<file path="src/rtl/pfc_trim_defines.svh">
// register offsets, field positions, reset values and timing figures of the trim bank
// assumes inclusion by bare name from design files
`ifndef PFC_TRIM_DEFINES_SVH
`define PFC_TRIM_DEFINES_SVH
`define OFS_AC_LINE_PERIOD        16'hfe85
`define OFS_TEMPERATURE_ADC       16'hfe86
`define OFS_METER_OFFSET_TRIM_HL  16'hfe8e
`define OFS_METER_GAIN_TRIM_HL    16'hfe8f
`define OFS_LOOP_GAIN_LL_LIGHT    16'hfe90
`define OFS_LOOP_ZERO_LL_LIGHT    16'hfe91
`define OFS_LOOP_GAIN_HL_LIGHT    16'hfe92
`define OFS_LOOP_ZERO_HL_LIGHT    16'hfe93
`define OFS_AVERAGED_POWER        16'hfe94
`define TRIM_SIGN_BIT             7
`define TRIM_MAG_MSB              6
`define TRIM_RESET                8'h00
`define COEF_RESET                8'h00
`define PERIOD_LSB_NS             163840
`define TEMP_ADC_BITS             12
`define POWER_AVG_CYCLES          16
`define POWER_AVG_SHIFT           4
`endif

</file>
<file path="src/rtl/pfc_trim_pkg.sv">
// types shared by the trim bank
// assumes the defines header is compiled first
`default_nettype none
package pfc_trim_pkg;
   typedef struct packed {
      logic        wr;
      logic        rd;
      logic [15:0] addr;
      logic [15:0] wdata;
   } reg_req_s;
   typedef struct packed {
      logic        ack;
      logic        err;
      logic [15:0] rdata;
   } reg_rsp_s;
   typedef struct packed {
      logic       negative;
      logic [6:0] magnitude;
   } sign_mag_s;
   typedef enum logic [1:0] {
      AVG_IDLE  = 2'b00,
      AVG_ACCUM = 2'b01,
      AVG_DONE  = 2'b10
   } avg_state_e;
endpackage : pfc_trim_pkg
`default_nettype wire

</file>
<file path="src/rtl/pfc_metering_trim_regs.sv">
// manufacturer status and trim register bank of the pfc controller
// assumes a management-bus front end issuing one-cycle read/write requests
// What this block does
// report ac line period, 8 bits, read-only
// report temperature result, 16-bit register, 12-bit format
// offset trim bit 7 set means subtract
// apply 7-bit offset trim magnitude
// gain trim bit 7 set means negative
// correct meter gain by 7-bit magnitude
// low-line light coefficients only when select set
// high-line light coefficients only when select set
// averaged power over 16 line cycles, read-only
// select clear keeps normal loop coefficients
`default_nettype none
`include "pfc_trim_defines.svh"
module pfc_metering_trim_regs
   import pfc_trim_pkg::*;
(
   // clock and reset
   input  wire logic        clk_sys_i,
   input  wire logic        rst_i,
   // management bus register port
   input  wire reg_req_s    req_i,
   output reg_rsp_s         rsp_o,
   // measurement inputs
   input  wire logic [7:0]  ac_line_period_i,
   input  wire logic [11:0] temperature_sensor_i,
   input  wire logic        cycle_valid_i,
   input  wire logic [15:0] cycle_power_i,
   // raw high-line meter reading
   input  wire logic [15:0] meter_raw_i,
   // current loop context
   input  wire logic        light_load_filter_sel_i,
   input  wire logic        high_line_i,
   input  wire logic        light_load_i,
   input  wire logic [7:0]  normal_gain_i,
   input  wire logic [7:0]  normal_zero_i,
   // outputs to the loop and meter
   output logic      [7:0]  loop_gain_o,
   output logic      [7:0]  loop_zero_o,
   output logic      [15:0] meter_trimmed_o
);
   // offset weight: one count is full scale/2048, i.e. 32 lsb of the 16-bit reading
   function automatic logic [16:0] apply_offset(input logic [15:0] v, input sign_mag_s t);
      logic [16:0] r;
      r = {1'b0, v};
      if (t.negative) r = r - {5'h00, t.magnitude, 5'h00};
      else            r = r + {5'h00, t.magnitude, 5'h00};
      return r;
   endfunction : apply_offset
   function automatic logic [15:0] sat16(input logic [16:0] r, input logic neg);
      if (r[16]) return neg ? 16'h0000 : 16'hffff;
      return r[15:0];
   endfunction : sat16
   logic [7:0]  off_reg, off_next, gain_reg, gain_next;
   logic [7:0]  gll_reg, gll_next, zll_reg, zll_next;
   logic [7:0]  ghl_reg, ghl_next, zhl_reg, zhl_next;
   logic [7:0]  lper_reg, lper_next;
   logic [15:0] temp_reg, temp_next;
   reg_rsp_s    rsp_reg, rsp_next;
   logic [7:0]  lg_reg, lg_next, lz_reg, lz_next;
   logic [15:0] mt_reg, mt_next;
   logic [15:0] avg_power;
   sign_mag_s   off_t, gain_t;
   logic [23:0] gain_prod;
   logic [15:0] gain_corr;
   logic [15:0] after_gain;
   pfc_power_averager #(
      .CYCLES (`POWER_AVG_CYCLES),
      .SHIFT  (`POWER_AVG_SHIFT)
   ) u_avg (
      .clk_sys_i     (clk_sys_i),
      .rst_i         (rst_i),
      .cycle_valid_i (cycle_valid_i),
      .cycle_power_i (cycle_power_i),
      .avg_power_o   (avg_power)
   );
   always_comb begin
      off_t  = sign_mag_s'(off_reg);
      gain_t = sign_mag_s'(gain_reg);
      // gain weight: magnitude * value / 2048 (0.0625/128 of reading)
      gain_prod = {8'h00, meter_raw_i} * {17'h00000, gain_t.magnitude};
      gain_corr = 16'(gain_prod >> 11);
      if (gain_t.negative) after_gain = sat16(17'({1'b0, meter_raw_i}) - 17'({1'b0, gain_corr}), 1'b1);
      else                 after_gain = sat16(17'({1'b0, meter_raw_i}) + 17'({1'b0, gain_corr}), 1'b0);
      mt_next = sat16(apply_offset(after_gain, off_t), off_t.negative);
   end
   always_comb begin
      lg_next = normal_gain_i;
      lz_next = normal_zero_i;
      if (light_load_i && light_load_filter_sel_i) begin
         if (high_line_i) begin
            lg_next = ghl_reg;
            lz_next = zhl_reg;
         end else begin
            lg_next = gll_reg;
            lz_next = zll_reg;
         end
      end
   end
   always_comb begin
      off_next  = off_reg;
      gain_next = gain_reg;
      gll_next  = gll_reg;
      zll_next  = zll_reg;
      ghl_next  = ghl_reg;
      zhl_next  = zhl_reg;
      lper_next = ac_line_period_i;
      temp_next = {4'h0, temperature_sensor_i};
      rsp_next  = '0;
      if (req_i.wr) begin
         rsp_next.ack = 1'b1;
         case (req_i.addr)
            `OFS_METER_OFFSET_TRIM_HL: off_next  = req_i.wdata[7:0];
            `OFS_METER_GAIN_TRIM_HL:   gain_next = req_i.wdata[7:0];
            `OFS_LOOP_GAIN_LL_LIGHT:   gll_next  = req_i.wdata[7:0];
            `OFS_LOOP_ZERO_LL_LIGHT:   zll_next  = req_i.wdata[7:0];
            `OFS_LOOP_GAIN_HL_LIGHT:   ghl_next  = req_i.wdata[7:0];
            `OFS_LOOP_ZERO_HL_LIGHT:   zhl_next  = req_i.wdata[7:0];
            default:                   rsp_next.err = 1'b1;
         endcase
      end else if (req_i.rd) begin
         rsp_next.ack = 1'b1;
         case (req_i.addr)
            `OFS_AC_LINE_PERIOD:       rsp_next.rdata = {8'h00, lper_reg};
            `OFS_TEMPERATURE_ADC:      rsp_next.rdata = temp_reg;
            `OFS_METER_OFFSET_TRIM_HL: rsp_next.rdata = {8'h00, off_reg};
            `OFS_METER_GAIN_TRIM_HL:   rsp_next.rdata = {8'h00, gain_reg};
            `OFS_LOOP_GAIN_LL_LIGHT:   rsp_next.rdata = {8'h00, gll_reg};
            `OFS_LOOP_ZERO_LL_LIGHT:   rsp_next.rdata = {8'h00, zll_reg};
            `OFS_LOOP_GAIN_HL_LIGHT:   rsp_next.rdata = {8'h00, ghl_reg};
            `OFS_LOOP_ZERO_HL_LIGHT:   rsp_next.rdata = {8'h00, zhl_reg};
            `OFS_AVERAGED_POWER:       rsp_next.rdata = avg_power;
            default:                   rsp_next.err   = 1'b1;
         endcase
      end
   end
   always_ff @(posedge clk_sys_i) begin
      if (rst_i) begin
         off_reg  <= `TRIM_RESET;
         gain_reg <= `TRIM_RESET;
         gll_reg  <= `COEF_RESET;
         zll_reg  <= `COEF_RESET;
         ghl_reg  <= `COEF_RESET;
         zhl_reg  <= `COEF_RESET;
         lper_reg <= 8'h00;
         temp_reg <= 16'h0000;
         rsp_reg  <= '0;
         lg_reg   <= 8'h00;
         lz_reg   <= 8'h00;
         mt_reg   <= 16'h0000;
      end else begin
         off_reg  <= off_next;
         gain_reg <= gain_next;
         gll_reg  <= gll_next;
         zll_reg  <= zll_next;
         ghl_reg  <= ghl_next;
         zhl_reg  <= zhl_next;
         lper_reg <= lper_next;
         temp_reg <= temp_next;
         rsp_reg  <= rsp_next;
         lg_reg   <= lg_next;
         lz_reg   <= lz_next;
         mt_reg   <= mt_next;
      end
   end
   assign rsp_o           = rsp_reg;
   assign loop_gain_o     = lg_reg;
   assign loop_zero_o     = lz_reg;
   assign meter_trimmed_o = mt_reg;
endmodule : pfc_metering_trim_regs
`default_nettype wire

</file>
<file path="src/rtl/pfc_power_averager.sv">
// averages per-line-cycle power samples over a block of cycles
// assumes one sample strobe per complete ac line cycle
`default_nettype none
`include "pfc_trim_defines.svh"
module pfc_power_averager
   import pfc_trim_pkg::*;
#(
   parameter int CYCLES = `POWER_AVG_CYCLES,
   parameter int SHIFT  = `POWER_AVG_SHIFT
) (
   // clock and reset
   input  wire logic        clk_sys_i,
   input  wire logic        rst_i,
   // samples
   input  wire logic        cycle_valid_i,
   input  wire logic [15:0] cycle_power_i,
   // result
   output logic      [15:0] avg_power_o
);
   // the counter and accumulator widths serve at most 16 cycles
   if (((1 << SHIFT) != CYCLES) || (SHIFT > 4) || (SHIFT < 1)) begin : g_bad_params
      $error("CYCLES must equal 2**SHIFT with SHIFT in 1..4");
   end
   logic [19:0] acc_reg, acc_next;
   logic [4:0]  cnt_reg, cnt_next;
   logic [15:0] avg_reg, avg_next;
   avg_state_e  st_reg, st_next;
   always_comb begin
      acc_next = acc_reg;
      cnt_next = cnt_reg;
      avg_next = avg_reg;
      st_next  = st_reg;
      case (st_reg)
         AVG_IDLE: begin
            acc_next = 20'h00000;
            cnt_next = 5'h00;
            st_next  = AVG_ACCUM;
         end
         AVG_ACCUM: begin
            if (cycle_valid_i) begin
               acc_next = acc_reg + {4'h0, cycle_power_i};
               cnt_next = cnt_reg + 5'h01;
               if (cnt_reg == 5'(CYCLES - 1)) st_next = AVG_DONE;
            end
         end
         AVG_DONE: begin
            avg_next = 16'(acc_reg >> SHIFT);
            st_next  = AVG_IDLE;
         end
         default: st_next = AVG_IDLE;
      endcase
   end
   always_ff @(posedge clk_sys_i) begin
      if (rst_i) begin
         acc_reg <= 20'h00000;
         cnt_reg <= 5'h00;
         avg_reg <= 16'h0000;
         st_reg  <= AVG_IDLE;
      end else begin
         acc_reg <= acc_next;
         cnt_reg <= cnt_next;
         avg_reg <= avg_next;
         st_reg  <= st_next;
      end
   end
   assign avg_power_o = avg_reg;
endmodule : pfc_power_averager
`default_nettype wire

</file>
<file path="config.mk">
export PLATFORM = sky130hd
export DESIGN_NAME = pfc_metering_trim_regs
export DESIGN_NICKNAME = d
export VERILOG_FILES = /design/src/rtl/pfc_trim_pkg.sv /design/src/rtl/pfc_metering_trim_regs.sv /design/src/rtl/pfc_power_averager.sv
export VERILOG_INCLUDE_DIRS = /design/src /design/src/rtl
export SDC_FILE = /design/constraint.sdc
export NUM_CORES = 1
export LEC_CHECK = 0
export BUFFER_PORTS_ARGS = -buffer_cell sky130_fd_sc_hd__buf_2
export CAP_MARGIN = 30
export CORE_UTILIZATION = 40
export CTS_BUF_LIST = sky130_fd_sc_hd__clkbuf_4 sky130_fd_sc_hd__clkbuf_8
export DETAILED_ROUTE_END_ITERATION = 10
export GPL_ROUTABILITY_DRIVEN = 0
export SLEW_MARGIN = 20
export SYNTH_ARGS = -nofsm -noshare
export SYNTH_HDL_FRONTEND = slang
export SYNTH_SLANG_ARGS = --single-unit
export TNS_END_PERCENT = 5
</file>
<file path="constraint.sdc">
create_clock -name clk_sys_i -period 11.5 [get_ports clk_sys_i]
set_input_delay 1.15 -clock clk_sys_i [delete_from_list [all_inputs] [get_ports clk_sys_i]]
set_output_delay 1.15 -clock clk_sys_i [all_outputs]
set_load 0.01 [all_outputs]
</file>
Word level (Yosys, flattened, before mapping)
Cells that the tools add are included.
{ "totals": {"ff_bits": 165, "out_inout_bits": 50, "elab_cells": 85, "ramBits": 0, "n_memories": 0, "input_bits": 108, "latch_bits": 0, "mem_bits_ro": 0} }
{ "classes": {"multipliers": 1, "bitwise_logic": 1, "add_sub_neg": 6, "n_shift": 0, "n_div": 0, "magnitude_cmp": 0, "n_mux": 30, "n_eq_ne": 14, "reduce_logical": 14} }
{ "op_table": {"columns": ["operator", "n"], "rows": [
  ["equality test 16 bit (second input constant)", 9],
  ["one-hot mux 16 bit (9 select lines)", 1],
  ["two-way mux 16 bit", 8],
  ["one-hot mux 20 bit (2 select lines)", 1],
  ["adder 16 x 12 -> 17 bit", 2],
  ["subtractor 16 x 12 -> 17 bit", 2],
  ["two-way mux 8 bit", 4],
  ["multiplier 16 x 7 -> 23 bit", 1],
  ["adder 20 x 16 -> 20 bit", 1],
  ["two-way mux 20 bit", 1],
  ["two-way mux 18 bit", 1],
  ["two-way mux 17 bit", 1],
  ["AND reduction 2 bit", 8],
  ["one-hot mux 5 bit (2 select lines)", 1],
  ["OR reduction 9 bit", 1],
  ["two-way mux 1 bit", 7],
  ["two-way mux 2 bit", 3],
  ["OR reduction 6 bit", 1],
  ["adder 5 x 1 -> 5 bit (second input constant)", 1],
  ["equality test 5 x 4 -> 1 bit (second input constant)", 1],
  ["two-way mux 5 bit", 1],
  ["one-hot mux 2 bit (2 select lines)", 1],
  ["OR reduction 3 bit", 1],
  ["equality test 2 x 1 -> 1 bit (second input constant)", 1],
  ["7 further kinds", 7]
]} }

Logic depth before layout (Yosys ltp)
{ "logic_depth": {"word_depth": 10, "ltp_mapped": 36, "mapped_depth_nobuf": 34} }

Hierarchy
Synthesis repeated with hierarchy kept, for this count alone.
{ "unflattened": {"hier_cells": 1454, "area_unflattened_um2": 12354.3} }
{ "modules_own_cells": {"columns": ["module", "seq_area_each_um2", "cells_per_inst", "n_inst", "area_per_inst_um2"], "rows": [
  ["pfc_metering_trim_regs", 2362.3, 1178, 1, 9985.8],
  ["pfc_power_averager", 860.8, 276, 1, 2368.5]
]} }

Worst setup path after synthesis
OpenSTA, ideal clock, no wires.
{ "synth_timing": {"path_type": "input-to-reg", "start": "input meter_raw_i[12]", "end": "register mt_reg[10] (netlist: meter_trimmed_o[10])", "required_ns": 11.426, "setup_slack_ns": 2.790, "arrival_time_ns": 8.636, "setup_ns": 0.074, "n_path_buf": 4, "stages": 31, "path_cell_list": "clkbuf_1 -> and2_1 -> fa_1 -> fa_1 -> fa_1 -> inv_1 -> fa_1 -> inv_1 -> ha_1 -> clkbuf_1 -> nand4_1 -> or4b_2 -> o211ai_1 -> o211ai_1 -> xnor2_1 -> ha_1 -> buf_2 -> or4_1 -> o21a_4 -> nand2b_4 -> o22ai_1 -> a221o_1 -> ha_1 -> nor2b_1 -> o2111a_1 -> o311ai_1 -> o311a_1 -> nand2_1 -> or3_1 -> clkbuf_1 -> o21ai_0"} }
{ "synth_between": {"elab_chain_cells": 10, "elab_cells_between_ends": 15, "cone_classes": "4 x add/sub; 1 x mul; 10 x mux"} }
{ "synth_lines": {"columns": ["element", "line", "source"], "rows": [
  ["start, declared", "pfc_metering_trim_regs.sv:31", "input wire logic [15:0] meter_raw_i,"],
  ["multiplier 16 x 7 -> 23 bit", "pfc_metering_trim_regs.sv:82", "gain_prod = {8'h00, meter_raw_i} * {17'h00000, gain_t.magnitude};"],
  ["adder 16 x 12 -> 17 bit / subtractor 16 x 12 -> 17 bit (equally long branches)", "pfc_metering_trim_regs.sv:85, pfc_metering_trim_regs.sv:84", null],
  ["two-way mux 1 bit", "pfc_metering_trim_regs.sv:52", "if (r[16]) return neg ? 16'h0000 : 16'hffff;"],
  ["two-way mux 1 bit", "pfc_metering_trim_regs.sv:84", "if (gain_t.negative) after_gain = sat16(17'({1'b0, meter_raw_i}) - 17'({1'b0, gain_corr}), 1'b1);"],
  ["two-way mux 16 bit", "pfc_metering_trim_regs.sv:53", "return r[15:0];"],
  ["two-way mux 16 bit (*)", "pfc_metering_trim_regs.sv:84", null],
  ["adder 16 x 12 -> 17 bit / subtractor 16 x 12 -> 17 bit (equally long branches)", "pfc_metering_trim_regs.sv:48, pfc_metering_trim_regs.sv:47", null],
  ["two-way mux 17 bit (*)", "pfc_metering_trim_regs.sv:47", "if (t.negative) r = r - {5'h00, t.magnitude, 5'h00};"],
  ["two-way mux 1 bit", "pfc_metering_trim_regs.sv:52", null],
  ["two-way mux 16 bit (*)", "pfc_metering_trim_regs.sv:53", null],
  ["end signal, assigned", "pfc_metering_trim_regs.sv:164", "mt_reg <= mt_next;"],
  ["end, declared", "pfc_metering_trim_regs.sv:62", "logic [15:0] mt_reg, mt_next;"]
]} }
Mark *: on every way between the ends. The rest lies on a longest branch, timed or not. The select of a mux whose other input is x is not followed.
A chain may end at the register's enable or synchronous reset.

Final worst setup path
{ "layout_timing": {"start": "input meter_raw_i[3]", "end": "register mt_reg[7] (netlist: meter_trimmed_o[7])"} }
The elaborated chain is that of the path after synthesis.

==> results.txt <==
The flow ran to the end, and the final reports show no timing, DRC or antenna violations. Number of setup violations in the final report: 0. The tools report the global-route wire length before repair as 52560 µm. The number of antenna diodes in the final layout is 0.

The cell that appears most often on the critical path is sky130_fd_sc_hd__fa_1. The layout has 3007 filler cells. Summing the sequential cell areas from Yosys gives 26.17% of the chip area. In this run the horizontal extent of the chip is 177.5 µm. The clock buffer count from CTS was 17.

The cell count after synthesis came out at 1457. After synthesis, the share of flip-flops with an asynchronous set or reset is 0%. The finished layout holds 1957 standard cells, fillers aside.

The tools report the total iterations of the first detailed-routing run as 6. After the first detailed-routing iteration, the DRC count stood at 848. STA classifies the critical path startpoint as a primary input. The beginning of the worst hold path was u_avg.acc_reg[18]$_SDFFE_PP0P_. The initial utilization of the core area, before any placement, comes to 41.12%. The number of buffers and inverters on the critical path is 3. The logs give 12320 µm² for the post-synthesis instance area and 0.4491 ns for the final hold slack. The portion of synthesized area spent on multiplexers is 1.636%.

The most used flip-flop cell after synthesis is sky130_fd_sc_hd__dfxtp_1. After floorplanning, the core was divided into 63 placement rows. The largest family of logic cells by synthesized area is simple AND/OR/NAND/NOR gates.

Setup repair after global routing left no endpoint under its margin. The count of vias placed by the detailed router is 10740. In this run the critical register-to-register path is launched from gain_reg[5]$_SDFFE_PP0P_. The count of cells along the worst hold path is 2, and the arrival time at the worst endpoint is 9.85 ns. The longest clock path from root to sink contains 2 buffers. Clock-pin slew was measured on the worst setup and hold paths at 0.10 ns. Post-CTS timing repair inserted 0 buffers for setup. Summed over all nets, the half-perimeter wirelength after detailed placement is 25030 µm. The floorplan step set the die height to 177.5 µm. The ratio of routed vias to standard cells was 5.486. The worst hold path terminates at u_avg.avg_power_o[14]$_SDFFE_PP0N_. Type of the worst setup path: in -> reg.

Dividing the final minimum period by the clock period gives 82.24%. The cell type of the slowest stage on the worst timing path was sky130_fd_sc_hd__fa_1. The cell family contributing the most delay on the critical path is adder cells. The final sum of negative setup slack is 0 ns. For the maximum clock frequency, the log shows 105.7 MHz. The worst register-to-register path has a setup slack of 2.13 ns. For the total I/O pin count, the log shows 158. In this run, synthesis inferred 0 flip-flops with an integrated enable.

Across the VDD grid, the largest voltage drop is 0.06846 mV. The arithmetic-cell share of the synthesized area counting full adders, half adders and majority gates is 21.25%, and the synthesized net count is 1731. The worst path in the final design needs a cycle of 9.457 ns, including I/O delays and setup. Summed over all layers, the routed wires come to 32940 µm. The layout-stage area growth over the synthesis result was 10.82%; the number of global-route vias before repair was 10040. The region available for standard cell placement spans 29950 µm². In the global route stage, overall resource usage came out at 21.16%. The tools report the initial antenna violation count as 0. The number of placed instances, taps included, is 1923. Max-cap violations in this run came to 0. The count of pins over their slew limit was 0.

The clock tree skew after final layout was 0.01485 ns; the largest net degree at the start of global routing was 86. For the static leakage power, the log shows 6.067 nW. The register with the most flip-flops in the layout has 20 of them. The clock latency at the later pin of the worst-skew pair came out at 0.48 ns. TritonCTS built the clock tree.

The power per cell area came out at 85.37 nW/µm². Of all nets on the critical path, the largest fanout is 12. In this run, distinct cell masters in the synthesized netlist total 91.

The net count of the finished layout is 1828. Hold repair after CTS inserted 0 buffers. The die covers 31490 µm². The tools report the capturing element type of the critical path as a flip-flop. The average wire per standard cell was 16.83 µm; the final count of hold timing violations was 0. The endpoint identified for the worst register-to-register timing path is meter_trimmed_o[7]$_SDFF_PP0_. The number of cells on the worst reg-to-reg path is 31. After global routing the overflow that remains totals 0. The run gives 0 as the warning count from the yosys run. Summing the areas of all and, or, nand and nor instances in the mapped netlist gives 21.48% of the synthesized area. In the routed design, unresolved DRC markers number 0.

CTS saw 161 sinks. The run gives 13220 µm² as the cell area after placement. Summing the areas of all compound-gate instances in the mapped netlist gives 19.45% of the synthesized area. The count of antenna-violating nets left after detailed routing was 0. The H-tree depth is 4, and the post-synthesis share of cell area spent on xor and xnor gates is 3.911%.

The worst relative slew slack is 38.45%. The worst hold path class is reg -> reg. Critical path's largest stage delay: 0.55 ns. The final cell area excluding filler cells is 13650 µm². The tools report the master cell of the clock root buffer as sky130_fd_sc_hd__clkbuf_8. The worst path required time is 11.89 ns. The count of instances resized after the clock tree is built is 0. A synthesized cell averages 8.453 µm². The proportion of layout cells with a drive suffix above 1 is 14.10%. The transition at the pin with the smallest max-transition slack works out to 0.9194 ns. The number of storage elements in the synthesis netlist is 161. In this run the tool buffered the top-level ports with 149 buffer cells.
==> layer usage <==
| layer | global-route usage, % | wire length (µm) |
|---|---|---|
| met5 | 0 | 0 |
| met1 | 29.03 | 15260 |
| met3 | 2.592 | 1502 |
| met2 | 34.75 | 15560 |
| met4 | 5.983 | 616 |
==> cell usage in the layout (no fill, tap or decap), types with 40 or more instances in the layout <==
cell	n
sky130_fd_sc_hd__nand2_1	173
sky130_fd_sc_hd__dfxtp_1	161
sky130_fd_sc_hd__buf_2	148
sky130_fd_sc_hd__a21oi_1	113
sky130_fd_sc_hd__inv_1	103
sky130_fd_sc_hd__ha_1	94
sky130_fd_sc_hd__nor2_1	86
sky130_fd_sc_hd__and2_1	76
sky130_fd_sc_hd__fa_1	72
sky130_fd_sc_hd__nand3_1	52
sky130_fd_sc_hd__o21ai_0	40
==> cells by family (layout without fill, tap and decap cells) <==
family,count (synthesis),in the layout
mux,20,20
fa+ha+maj,166,166
flops,161,161
xor+xnor,55,55
simple gates,521,521
compound gates,352,352
buf+inv,182,292
==> worst register-to-register path, delay by kind of cell (launching register included) <==
| kind | cells | cell delay, ns |
|---|---|---|
| AO/OA/AOI/OAI | 12 | 3.11 |
| XOR/XNOR | 1 | 0.16 |
| adder cells (fa/ha/maj) | 7 | 3.08 |
| buffers and inverters | 2 | 0.10 |
| flip-flops | 1 | 0.77 |
| AND/OR/NAND/NOR | 9 | 2.05 |
==> final cells by class <==
| cell class | count | area (µm²) | area share, % |
|---|---|---|---|
| Multi-Input combinational cell | 1114 | 8341 | 61.11 |
| Sequential cell | 161 | 3223 | 23.62 |
| Timing Repair Buffer | 155 | 804.5 | 5.895 |
| Tap cell | 390 | 488.0 | 3.575 |
| Inverter | 105 | 394.1 | 2.888 |
| Clock buffer | 19 | 255.2 | 1.870 |
| Clock inverter | 13 | 142.6 | 1.045 |
==> synth_stat cells, drive strengths merged (12+ instances only) <==
cell type / count / area, µm²
nand2: 173 / 649.4
dfxtp: 161 / 3223
a21oi: 116 / 599.3
inv: 104 / 390.4
ha: 94 / 1176
nor2: 88 / 340.3
and2: 76 / 475.5
fa: 72 / 1441
clkbuf: 55 / 215.2
nand3: 52 / 260.3
o21ai: 45 / 232.7
xnor2: 34 / 297.8
nor2b: 28 / 177.7
a21o: 23 / 172.7
buf: 22 / 142.6
nor3: 22 / 121.4
a211oi: 21 / 157.7
xor2: 21 / 183.9
a22oi: 19 / 142.6
and3: 19 / 118.9
mux2i: 19 / 190.2
a31oi: 18 / 112.6
nand2b: 16 / 107.6
a221oi: 12 / 111.4
==> power breakdown <==
group | switching, mW | internal [mW] | leakage (nW)
registers | 0.00674 | 0.574 | 1.31
logic | 0.0981 | 0.0626 | 4.54
clock network | 0.236 | 0.188 | 0.208
==> worst max path at each step <==
stage                                   from                              to  slack [ns]  depth (start not counted)
CTS                           meter_raw_i[3]   meter_trimmed_o[7]$_SDFF_PP0_        2.08                         32
finish                        meter_raw_i[3]   meter_trimmed_o[7]$_SDFF_PP0_        2.04                         32
global placement              meter_raw_i[3]  meter_trimmed_o[14]$_SDFF_PP0_        1.65                         32
floorplan                    meter_raw_i[12]  meter_trimmed_o[10]$_SDFF_PP0_        2.79                         31
detailed placement            meter_raw_i[3]  meter_trimmed_o[10]$_SDFF_PP0_        1.60                         32
global route        gain_reg[5]$_SDFFE_PP0P_  meter_trimmed_o[13]$_SDFF_PP0_        1.50                         31
==> stage by stage <==
stage               worst slack, ns  total power [mW]  util (%)
CTS                           2.081             1.177     45.48
floorplan                     2.790            0.6900         -
finish                        2.043             1.165     45.56
global placement              1.653            0.7516     44.12
detailed placement            1.602            0.7528     44.15
global route                  1.499             1.218     45.56
No activity file was read; power rests on OpenSTA's default activity.
